<file path="config.mk">
export PLATFORM = sky130hd
export DESIGN_NAME = flash_prog_host
export DESIGN_NICKNAME = d
export VERILOG_FILES = /design/src/logic/flash_prog_host.v
export VERILOG_INCLUDE_DIRS = /design/src /design/src/logic
export SDC_FILE = /design/constraint.sdc
export NUM_CORES = 1
export LEC_CHECK = 0
export ABC_AREA = 1
export ABC_CLOCK_PERIOD_IN_PS = 1750
export BUFFER_PORTS_ARGS = -buffer_cell sky130_fd_sc_hd__buf_2
export CORE_MARGIN = 4
export CORE_UTILIZATION = 30
export DETAILED_ROUTE_END_ITERATION = 10
export PLACE_DENSITY = 0.53
export SYNTH_ARGS = -nofsm -noshare
export SYNTH_HDL_FRONTEND = slang
export SYNTH_SLANG_ARGS = --single-unit
export TNS_END_PERCENT = 5
</file>
<file path="constraint.sdc">
create_clock -name ref_clk -period 1.75 [get_ports ref_clk]
set_input_delay 0.175 -clock ref_clk [delete_from_list [all_inputs] [get_ports ref_clk]]
set_output_delay 0.175 -clock ref_clk [all_outputs]
set_load 0.02 [all_outputs]
</file>
<file path="src/logic/flash_prog_consts.vh">
`ifndef FLASH_PROG_CONSTS_VH
`define FLASH_PROG_CONSTS_VH
// command codes written on the data lines
`define CMD_READ        8'h00
`define CMD_ERASE       8'h20
`define CMD_ERASE_VFY   8'hA0
`define CMD_PROGRAM     8'h40
`define CMD_PROG_VFY    8'hC0
`define CMD_RESET       8'hFF
// data values
`define ERASED_BYTE     8'hFF
`define ZERO_BYTE       8'h00
`define FIRST_ADDR      16'h0000
`define LAST_ADDR       16'hFFFF
// retry limits
`define PROG_MAX_TRIES  5'd25
`define ERASE_MAX_STD   13'd1000
`define ERASE_MAX_EXT   13'd6000
// timing, clock 100 MHz
`define CLK_MHZ         100
`define PROG_PULSE_NS   10000
`define ERASE_TIME_NS   9500000
`define PROG_WAIT_CYC   (`PROG_PULSE_NS * `CLK_MHZ / 1000)
`define ERASE_WAIT_CYC  (`ERASE_TIME_NS * `CLK_MHZ / 1000)
// bus cycle phase counter loads; each phase lasts one cycle more
`define WR_SETUP_CYC    4'd2
`define WR_PULSE_CYC    4'd8
`define WR_HOLD_CYC     4'd3
`define RD_ACCESS_CYC   4'd15
`define WR_TO_RD_CYC    10'd600
`endif

</file>
<file path="src/logic/flash_prog_host.v">
// Contract
// - host programs all bytes to 00h before erase
// - erase armed by 20h, started by second 20h
// - 0A0h with address, then read, compare 0FFh
// - erase verify starts at 0000h, walks upward
// - on fail, save address, re-erase, resume
// - erase attempts capped 1000, or 6000 extended
// - 10us pulses repeated until verify passes
// - at most 25 program attempts per byte
// - 40h arms, next write latches address/data
// - 0C0h then read, compare with intended data
// - wait 10us before program verify write
// - wait 9.5ms before erase verify write
// - writes framed by chip select and strobe
`timescale 1ns/1ps
`include "flash_prog_consts.vh"
module flash_prog_host #(
	parameter ERASE_WAIT = `ERASE_WAIT_CYC	// erase settle cycles
) (
	input  wire        ref_clk,        // 100 MHz clock
	input  wire        reset,          // synchronous, active high
	input  wire        clk_en,         // freezes all state when low
	input  wire        start_prog,     // pulse: program one byte
	input  wire        start_erase,    // pulse: full chip erase
	input  wire        ext_grade,      // high selects 6000 erase limit
	input  wire [15:0] prog_addr,      // byte address to program
	input  wire [7:0]  prog_data,      // byte value to program
	output wire        busy,           // sequence running
	output reg         done_q,         // pulse: sequence ended
	output reg         fail_q,         // pulse with done: failure
	output reg         erase_fail_q,   // level: last fail was erase
	output reg  [15:0] address_lines,  // flash address
	input  wire [7:0]  data_in,        // flash data lines, input
	output reg  [7:0]  data_lines,     // flash data lines, output
	output reg         data_oe_n_q,    // low while driving data lines
	output reg         chip_sel_n_q,   // flash chip select
	output reg         wr_n_q,         // flash write strobe
	output reg         rd_n_q          // flash output enable
);
	// top-level states
	localparam S_IDLE    = 4'd0;
	localparam S_PZ_NEXT = 4'd1;  // step to next byte of the 00h pre-program, or to erase after the last
	localparam S_P_ARM   = 4'd2;
	localparam S_P_DATA  = 4'd3;
	localparam S_P_WAIT  = 4'd4;
	localparam S_P_VFY   = 4'd5;
	localparam S_P_READ  = 4'd6;
	localparam S_E_ARM   = 4'd7;
	localparam S_E_GO    = 4'd8;
	localparam S_E_WAIT  = 4'd9;
	localparam S_E_VFY   = 4'd10;
	localparam S_E_READ  = 4'd11;
	localparam S_RST1    = 4'd12;
	localparam S_RST2    = 4'd13;
	localparam S_END     = 4'd14;
	// bus cycle phases
	localparam B_IDLE  = 3'd0;
	localparam B_SETUP = 3'd1;
	localparam B_PULSE = 3'd2;
	localparam B_HOLD  = 3'd3;
	localparam B_READ  = 3'd4;
	localparam B_GAP   = 3'd5;

	localparam [23:0] PROG_WAIT = `PROG_WAIT_CYC;

	reg [3:0]  st_q;
	reg [2:0]  bph_q;
	reg [9:0]  bcnt_q;
	reg        bdone_q;       // pulse: bus cycle complete
	reg [23:0] wait_q;
	reg [15:0] addr_q;        // current byte address
	reg [7:0]  want_q;        // data expected at verify
	reg [4:0]  ptry_q;
	reg [12:0] etry_q;
	reg        erase_mode_q;  // pre-program is part of an erase
	reg        fail_pend_q;
	reg [7:0]  rdata_q;

	assign busy = (st_q != S_IDLE);

	// true when state issues a write cycle
	function is_write;
		input [3:0] s;
		begin
			is_write = (s == S_P_ARM) || (s == S_P_DATA) || (s == S_P_VFY) ||
				(s == S_E_ARM) || (s == S_E_GO) || (s == S_E_VFY) ||
				(s == S_RST1) || (s == S_RST2);
		end
	endfunction

	// true when state issues a read cycle
	function is_read;
		input [3:0] s;
		begin
			is_read = (s == S_P_READ) || (s == S_E_READ);
		end
	endfunction

	// bus cycle engine: chip select frames strobe fully, wider than it
	always @(posedge ref_clk) begin
		if (reset) begin
			bph_q <= B_IDLE;
			bcnt_q <= 10'd0;
			bdone_q <= 1'b0;
			chip_sel_n_q <= 1'b1;
			wr_n_q <= 1'b1;
			rd_n_q <= 1'b1;
			data_oe_n_q <= 1'b1;
			rdata_q <= 8'h00;
		end else if (clk_en) begin
			bdone_q <= 1'b0;
			case (bph_q)
			B_IDLE: begin
				if (!bdone_q && (is_write(st_q) || is_read(st_q))) begin
					chip_sel_n_q <= 1'b0;
					data_oe_n_q <= ~is_write(st_q);
					bcnt_q <= {6'd0, `WR_SETUP_CYC};
					bph_q <= is_write(st_q) ? B_SETUP : B_READ;
					if (is_read(st_q)) begin
						rd_n_q <= 1'b0;
						bcnt_q <= {6'd0, `RD_ACCESS_CYC};
					end
				end
			end
			B_SETUP: begin
				if (bcnt_q == 10'd0) begin
					wr_n_q <= 1'b0;
					bcnt_q <= {6'd0, `WR_PULSE_CYC};
					bph_q <= B_PULSE;
				end else
					bcnt_q <= bcnt_q - 10'd1;
			end
			B_PULSE: begin
				if (bcnt_q == 10'd0) begin
					wr_n_q <= 1'b1; // rising edge latches data
					bcnt_q <= {6'd0, `WR_HOLD_CYC};
					bph_q <= B_HOLD;
				end else
					bcnt_q <= bcnt_q - 10'd1;
			end
			B_HOLD: begin
				if (bcnt_q == 10'd0) begin
					chip_sel_n_q <= 1'b1;
					data_oe_n_q <= 1'b1;
					bcnt_q <= `WR_TO_RD_CYC; // strobe high to output enable gap
					bph_q <= B_GAP;
				end else
					bcnt_q <= bcnt_q - 10'd1;
			end
			B_READ: begin
				if (bcnt_q == 10'd0) begin
					rdata_q <= data_in;
					rd_n_q <= 1'b1;
					chip_sel_n_q <= 1'b1;
					bcnt_q <= 10'd2;
					bph_q <= B_GAP;
				end else
					bcnt_q <= bcnt_q - 10'd1;
			end
			B_GAP: begin
				if (bcnt_q == 10'd0) begin
					bdone_q <= 1'b1;
					bph_q <= B_IDLE;
				end else
					bcnt_q <= bcnt_q - 10'd1;
			end
			default: bph_q <= B_IDLE;
			endcase
		end
	end

	// address and data presented for each command write
	always @(posedge ref_clk) begin
		if (reset) begin
			address_lines <= 16'h0000;
			data_lines <= 8'h00;
		end else if (clk_en && bph_q == B_IDLE) begin
			address_lines <= addr_q;
			case (st_q)
			S_P_ARM:  data_lines <= `CMD_PROGRAM;
			S_P_DATA: data_lines <= want_q;
			S_P_VFY:  data_lines <= `CMD_PROG_VFY;
			S_E_ARM:  data_lines <= `CMD_ERASE;
			S_E_GO:   data_lines <= `CMD_ERASE;
			S_E_VFY:  data_lines <= `CMD_ERASE_VFY;
			S_RST1:   data_lines <= `CMD_RESET;
			S_RST2:   data_lines <= `CMD_RESET;
			default:  data_lines <= data_lines;
			endcase
		end
	end

	// algorithm sequencer
	always @(posedge ref_clk) begin
		if (reset) begin
			st_q <= S_IDLE;
			wait_q <= 24'd0;
			addr_q <= 16'h0000;
			want_q <= 8'h00;
			ptry_q <= 5'd0;
			etry_q <= 13'd0;
			erase_mode_q <= 1'b0;
			fail_pend_q <= 1'b0;
			done_q <= 1'b0;
			fail_q <= 1'b0;
			erase_fail_q <= 1'b0;
		end else if (clk_en) begin
			done_q <= 1'b0;
			fail_q <= 1'b0;
			case (st_q)
			S_IDLE: begin
				ptry_q <= 5'd0;
				etry_q <= 13'd0;
				fail_pend_q <= 1'b0;
				if (start_erase) begin
					erase_mode_q <= 1'b1;
					addr_q <= `FIRST_ADDR;
					want_q <= `ZERO_BYTE;
					st_q <= S_P_ARM;
				end else if (start_prog) begin
					erase_mode_q <= 1'b0;
					addr_q <= prog_addr;
					want_q <= prog_data;
					st_q <= S_P_ARM;
				end
			end
			S_PZ_NEXT: begin
				ptry_q <= 5'd0;
				if (addr_q == `LAST_ADDR) begin
					addr_q <= `FIRST_ADDR;
					st_q <= S_E_ARM;
				end else begin
					addr_q <= addr_q + 16'd1;
					st_q <= S_P_ARM;
				end
			end
			S_P_ARM:  if (bdone_q) st_q <= S_P_DATA;
			S_P_DATA: if (bdone_q) begin
				ptry_q <= ptry_q + 5'd1;
				wait_q <= PROG_WAIT;
				st_q <= S_P_WAIT;
			end
			S_P_WAIT: begin
				if (wait_q == 24'd0)
					st_q <= S_P_VFY;
				else
					wait_q <= wait_q - 24'd1;
			end
			S_P_VFY:  if (bdone_q) st_q <= S_P_READ;
			S_P_READ: if (bdone_q) begin
				if (rdata_q == want_q) begin
					if (erase_mode_q)
						st_q <= S_PZ_NEXT;
					else
						st_q <= S_END;
				end else if (ptry_q >= `PROG_MAX_TRIES) begin
					fail_pend_q <= 1'b1;
					erase_fail_q <= 1'b0;
					st_q <= S_RST1;
				end else
					st_q <= S_P_ARM;
			end
			S_E_ARM: if (bdone_q) st_q <= S_E_GO;
			S_E_GO: if (bdone_q) begin
				etry_q <= etry_q + 13'd1;
				wait_q <= ERASE_WAIT[23:0];
				st_q <= S_E_WAIT;
			end
			S_E_WAIT: begin
				if (wait_q == 24'd0)
					st_q <= S_E_VFY;
				else
					wait_q <= wait_q - 24'd1;
			end
			S_E_VFY:  if (bdone_q) st_q <= S_E_READ;
			S_E_READ: if (bdone_q) begin
				if (rdata_q == `ERASED_BYTE) begin
					if (addr_q == `LAST_ADDR)
						st_q <= S_END;
					else begin
						addr_q <= addr_q + 16'd1;
						st_q <= S_E_VFY;
					end
				end else if (etry_q >= (ext_grade ? `ERASE_MAX_EXT : `ERASE_MAX_STD)) begin
					fail_pend_q <= 1'b1;
					erase_fail_q <= 1'b1;
					st_q <= S_RST1;
				end else
					st_q <= S_E_ARM; // addr_q keeps failing byte
			end
			S_RST1: if (bdone_q) st_q <= S_RST2;
			S_RST2: if (bdone_q) st_q <= S_END;
			S_END: begin
				done_q <= 1'b1;
				fail_q <= fail_pend_q;
				st_q <= S_IDLE;
			end
			default: st_q <= S_IDLE;
			endcase
		end
	end
endmodule

</file>
Yosys cells after proc, flatten, opt, wreduce, memory -nomap -nowiden
Index checks and enable logic that the tools add are counted.
- word-level logic and storage cells: 214
- output and inout bits: 32
- flip-flop bits (word level): 125
- input port bits: 38
- magnitude comparators: 2
- bitwise logic cells: 1
- multiplexer cells: 83
- eq/ne operators: 51
- reduce and logical (&&, ||, !) cells: 51
- add/subtract/negate cells: 5
- operators by type and width (cell ; count):
    two-way mux 16 bit ; 6
    two-way mux 4 bit ; 20
    two-way mux 24 bit ; 3
    case mux 24 bit (3 select lines) ; 1
    two-way mux 10 bit ; 6
    case mux 10 bit (6 select lines) ; 1
    case mux 4 bit (14 select lines) ; 1
    inequality test 2 bit (second input constant) ; 24
    case mux 16 bit (3 select lines) ; 1
    case mux 8 bit (6 select lines) ; 1
    equality test 4 bit (second input constant) ; 7
    two-way mux 13 bit ; 2
    case mux 13 bit (2 select lines) ; 1
    zero test 24 bit ; 1
    two-way mux 3 bit ; 8
    subtractor 24 x 1 -> 24 bit (second input constant) ; 1
    two-way mux 1 bit ; 21
    adder 16 x 1 -> 16 bit (second input constant) ; 1
    equality test 16 bit (second input constant) ; 1
    equality test 4 x 3 -> 1 bit (second input constant) ; 4
    two-way mux 8 bit ; 2
    AND reduction 4 bit ; 4
    AND reduction 8 bit ; 2
    nonzero test 2 bit ; 8
    35 further kinds ; 66

Longest topological paths before layout
- word-level depth: 12
- gate-level depth with buffers: 14
- mapped depth without buffers: 14

Least setup slack after synthesis
No wires, ideal clock.
- kind: reg-to-reg
- from: register addr_q[0]
- to: register addr_q[8]
- required time: 1.630 ns
- slack: 0.020 ns
- setup time: 0.120 ns
- data arrival time: 1.611 ns
- buffers on the path: 1
- stages on the path, launching flop included: 14
- cells stage by stage: dfxtp_1 -> ha_1 -> nand2_1 -> inv_1 -> nand2_4 -> nor2_4 -> nand3_2 -> nand2_1 -> nand2_2 -> nand2_4 -> inv_2 -> buf_6 -> o21ai_0 -> a21oi_1
- word-level cells in the longest chain between the ends: 5
- ends and longest elaborated chain (what ; RTL line ; text):
    start, declared ; flash_prog_host.v:71 ; reg [15:0] addr_q;
    start signal, assigned ; flash_prog_host.v:217 ; addr_q <= `FIRST_ADDR;
    start signal, assigned ; flash_prog_host.v:222 ; addr_q <= prog_addr;
    start signal, assigned ; flash_prog_host.v:230 ; addr_q <= `FIRST_ADDR;
    adder 16 x 1 -> 16 bit ; flash_prog_host.v:233, flash_prog_host.v:281 ;
    two-way mux 16 bit ; flash_prog_host.v:278 ; if (addr_q == `LAST_ADDR)
    two-way mux 16 bit ; flash_prog_host.v:277 ; if (rdata_q == `ERASED_BYTE) begin
    two-way mux 16 bit ; flash_prog_host.v:276 ; S_E_READ: if (bdone_q) begin
    case mux 16 bit (3 select lines) ; flash_prog_host.v:210 ; case (st_q)
Parallel ways exist; a longest one is shown, timed or not. The select of a mux whose other input is x is not followed.
A chain may end at the register's enable or synchronous reset.

Worst setup path in the final report
- from: register st_q[3]
- to: register wait_q[11]
- word-level cells in the longest chain between the ends: 4
- ends and longest elaborated chain (what ; RTL line ; text):
    start, declared ; flash_prog_host.v:66 ; reg [3:0] st_q;
    start signal, assigned ; flash_prog_host.v:196 ; st_q <= S_IDLE;
    start signal, assigned ; flash_prog_host.v:219 ; st_q <= S_P_ARM;
    start signal, assigned ; flash_prog_host.v:224 ; st_q <= S_P_ARM;
    equality test 4 bit / equality test 4 x 3 -> 1 bit (equally long branches) ; flash_prog_host.v:210 ;
    OR reduction 2 bit (no source line) ; -- ;
    inequality test 2 bit (no source line) / nonzero test 3 bit (equally long branches) ; -- ;
    AND reduction 5 bit (no source line) ; -- ;
    end signal, assigned ; flash_prog_host.v:247 ; wait_q <= wait_q - 24'd1;
    end signal, assigned ; flash_prog_host.v:266 ; wait_q <= ERASE_WAIT[23:0];
    end signal, assigned ; flash_prog_host.v:273 ; wait_q <= wait_q - 24'd1;
    end, declared ; flash_prog_host.v:70 ; reg [23:0] wait_q;
Parallel ways exist; a longest one is shown, timed or not.

==> results.env <==
GRT_PASS1_VIAS=7652
ASYNCSETRESETFLOPFRACSYNTH_PCT=0
WL_MM=22.4
FINAL_NETS=1376
SYNTH_LARGEST_AREA_CELL='dfxtp_1'
REPORT.POWER.TOTAL_mW=10.7
DIEWIDTH_UM=165
LAYOUT_WORST_PATH_CYCLE_SHARE_PCT=102
WORSTREG2REGSTART='st_q[3]'
DESIGN_AREA_UM2=10100
GLOBAL_ROUTE.OVERFLOW_TOTAL=0
STARTPOINT_TYPE_OF_THE_WORST_SETUP_PATH='flop'
WORST-PATH-MAX-FANOUT=7
POST_SYNTH_NUM_CELL_TYPES=50
POST_SYNTHESIS_SEQUENTIAL_AREA_RATIO_PCT=34.0
ROUTED_WIRE_LENGTH_PER_INSTANCE_UM=13.5
MOST-COMMON-LAYOUT-CELLS='198 x nand2_1, 149 x nor2_1, 148 x buf_4'
CRITICAL_PATH_ARRIVAL_NS=2.11
DRT-INITIAL-DRC-COUNT=425
TIMING.HOLD.WORST.START='prog_data[2]'
FLOORPLAN.IO_PINS=70
ANT_NETS=0
DPL_CELL_AREA_UM2=9050
ROUTE.DETAILED.VIAS_PER_INST=4.72
SYNTH_FLOP_CELL='dfxtp_1'
POWER.DENSITY_CELL_AREA_nW_PER_UM2=1060
MAXIMUM_NUMBER_OF_PINS_ON_ONE_NET_BEFORE_GLOBAL_ROUTE_REPAIR=31
CLKLATENCYLATEPIN_NS=0.42
DRT_PRE_ANTENNA_ITERS=5
WORSTREG2REGEND='wait_q[11]'
TIMING.HOLD.WORST_PATH_DEPTH=3
TIMING_MAX_TRANSITION_VIOLATIONS_FINAL=0
GRT_ANTENNA_BEFORE_REPAIR=0
WORST_HOLD_PATH.ENDPOINT='want_q[2]'
FIRST_PASS_GRT_WIRE_LENGTH_MM=37.0
DIE_AREA_UM2=27100
SYNTHCELLS=1106
DP_HPWL_MM=16.8
TRITONCTS_NUM_SINKS=125
WORST_IR_DROP_VDD_mV=0.647
DIE_Y_UM=165
FLOORPLAN.CORE_AREA_UM2=24200
GRT_SETUP_UNREPAIRED='yes'
FP-ROW-COUNT=57
SETUP.REG_TO_REG.WORST_SLACK_NS=-0.04
DETAILEDPLACE.WORSTSLACK_NS=-0.201
PATH_TYPE_OF_THE_WORST_MIN_DELAY_PATH='input pin to flop'
FINAL.MIN_CLOCK_PERIOD_NS=1.79
VIOLATIONS='negative setup slack'
POST-ROUTE-DRC-COUNT=0
CTS_TREE='done'
ANTENNADIODECOUNT=0
SKEW_NS=0.0169
TIGHTEST_SLEW_NS=0.428
TIMING.MAX_CAP.VIOLATIONS=0
TIMING.CRITICAL_PATH.TO_TYPE='flop'
FINAL_LAYOUT_SIZE_SUFFIX_GT1_SHARE_PCT=29.1
TRITONCTS.NUM_BUFFERS=17
SYNTH_SEQ_CELLS=125
CTS_HTREE_LEVELS=4
MAX_CLOCK_FREQ_MHz=558
SYNTH_TOP_AREA_SHARE_PCT=34.0
CLK_ROOT_BUFFER_CELL='clkbuf_16'
GLOBALROUTETOTALUTIL_PCT=16.8
GP_CONGESTION=0.897
YS.WARNINGS.COUNT=0
FINALSETUPVIOLCOUNT=9
DR_TOTAL_VIAS=7833
CRITICAL_PATH_CLASS='flop to flop'
FINAL_CRITICAL_PATH_SETUP_SLACK_NS=-0.0435
SYNTH_EDF_COUNT=0
SYN2LAYOUT_AREA_GROWTH_PCT=36.8
WORST_MAX_SLEW_MARGIN_EXPRESSED_RELATIVE_TO_THE_LIMIT_PCT=71.3
POST_SYNTH.CELL_AREA_AVG_UM2=6.65
HOLD_VIOL=0
MOSTFREQUENTLAYOUTCELL='nand2_1'
SYN_AREA_UM2=7350
STATUS='finished, violations left'
POST_SYNTH_MAIN_AREA_CONTRIBUTORS='dfxtp_1 34%, nand2_1 11%, nor2_1 8.5%, a21oi_1 6.7%, inv_1 6.0%'
TOTAL_LEAKAGE_POWER_nW=4.59
PLACE.PORT_BUFFERS=69
CLKSLEWWORSTSETUPHOLDPATHS_NS=0.06
REG2REG_DEPTH=12
CLK_PATH_BUF_DEPTH=2
SYNTHESIS.NETS=1158
INITIAL_UTILIZATION_PCT=30.3
CP_DATA_REQUIRED_TIME_NS=2.07
synth_stat cells (all sizes together) (4+ instances only):
cell and n:
a211oi 9, a21oi 102, a311oi 5, a31oi 4, buf 21, clkbuf 13
dfxtp 125, ha 14, inv 128, nand2 226, nand3 72, nand4 20
nor2 189, nor3 21, o21a 4, o21ai 103, o21bai 4, xnor2 11
xor2 14
repair_timing:
item / 4_1_cts / 5_1_grt
cloned: 1 / 2
endpoints found under the setup margin: 65 / 96
gates resized for setup: 16 / 96
pin swaps: 5 / 21
hold buffers: 0 / 0
buffers inserted: 5 / 7
per-stage QoR:
| stage | TNS (ns) | utilization, % | instances | hold WS (ns) |
|---|---|---|---|---|
| after floorplan | 0 | - | 1106 | 0.322 |
| after global placement | -2.32 | 37.3 | 1614 | 0.438 |
| after detailed placement | -3.94 | 37.3 | 1614 | 0.438 |
| after CTS | -0.0889 | 40.1 | 1652 | 0.00838 |
| after global routing | -2.84 | 41.5 | 1661 | 0.0145 |
| final | -0.259 | 41.5 | 1661 | 0.0232 |
worst max-delay path: stages, from the launching register on:
cell     delay (ns)
dfxtp_4        0.37
buf_6          0.12
nor2_4         0.10
nand2_2        0.07
o21ai_2        0.08
nor2_2         0.07
nor3_2         0.25
nand2_2        0.13
buf_6          0.16
nor2_8         0.15
inv_8          0.07
nor2_2         0.09
nor2_1         0.04
kinds of logic (layout without fill, tap and decap cells):
family,count (synthesis),in the layout,synth area share (%)
DFF,125,125,34.0
AOI/OAI and AO/OA,242,243,18.1
adders and majority gates,14,14,2.38
xor gates and xnor gates,25,25,2.98
buffers and inverters,164,393,9.60
and+or+nand+nor,536,537,32.9
worst max path at each step:
stage          startpoint          to  slack, ns
2_1_floorplan   addr_q[0]   addr_q[8]       0.02
3_3_place_gp      st_q[1]   bcnt_q[0]      -0.15
3_5_place_dp      st_q[1]   bcnt_q[0]      -0.20
4_1_cts         bcnt_q[0]   bcnt_q[8]      -0.03
5_1_grt           st_q[3]  wait_q[17]      -0.11
6_report          st_q[3]  wait_q[11]      -0.04
report_power, final:
part	total [mW]	internal, mW	switching, mW
clock network	3.56	2.05	1.51
registers	3.38	3.18	0.206
logic	3.74	1.52	2.22
state kept, by name, indices dropped and copies added (netlist names), 3 cells and up:
name,flops
address_lines,16
data_lines,8
addr_q,16
want_q,8
bph_q,3
rdata_q,8
wait_q,24
etry_q,13
ptry_q,5
st_q,4
bcnt_q,10
final cells by class:
| cell class | instances | area (µm²) |
|---|---|---|
| tap | 324 | 405 |
| timing repair buffer | 231 | 1650 |
| sequential | 125 | 2520 |
| inverter | 130 | 508 |
| clock inverter | 14 | 146 |
| fill | 2601 | 14200 |
| clock buffer | 18 | 439 |
| multi-input combinational | 819 | 4390 |
per-layer routing:
layer | share of wire, % | global-route usage [%] | vias to the layer above
met2 | 47 | 27.9 | 138
met1 | 48 | 22.5 | 3592
li1 | - | - | 4079
met5 | 0 | 0 | -
met4 | 1.5 | 5.56 | 0
met3 | 3.3 | 2.62 | 24
Note: power is estimated with default switching activity, not from simulation.
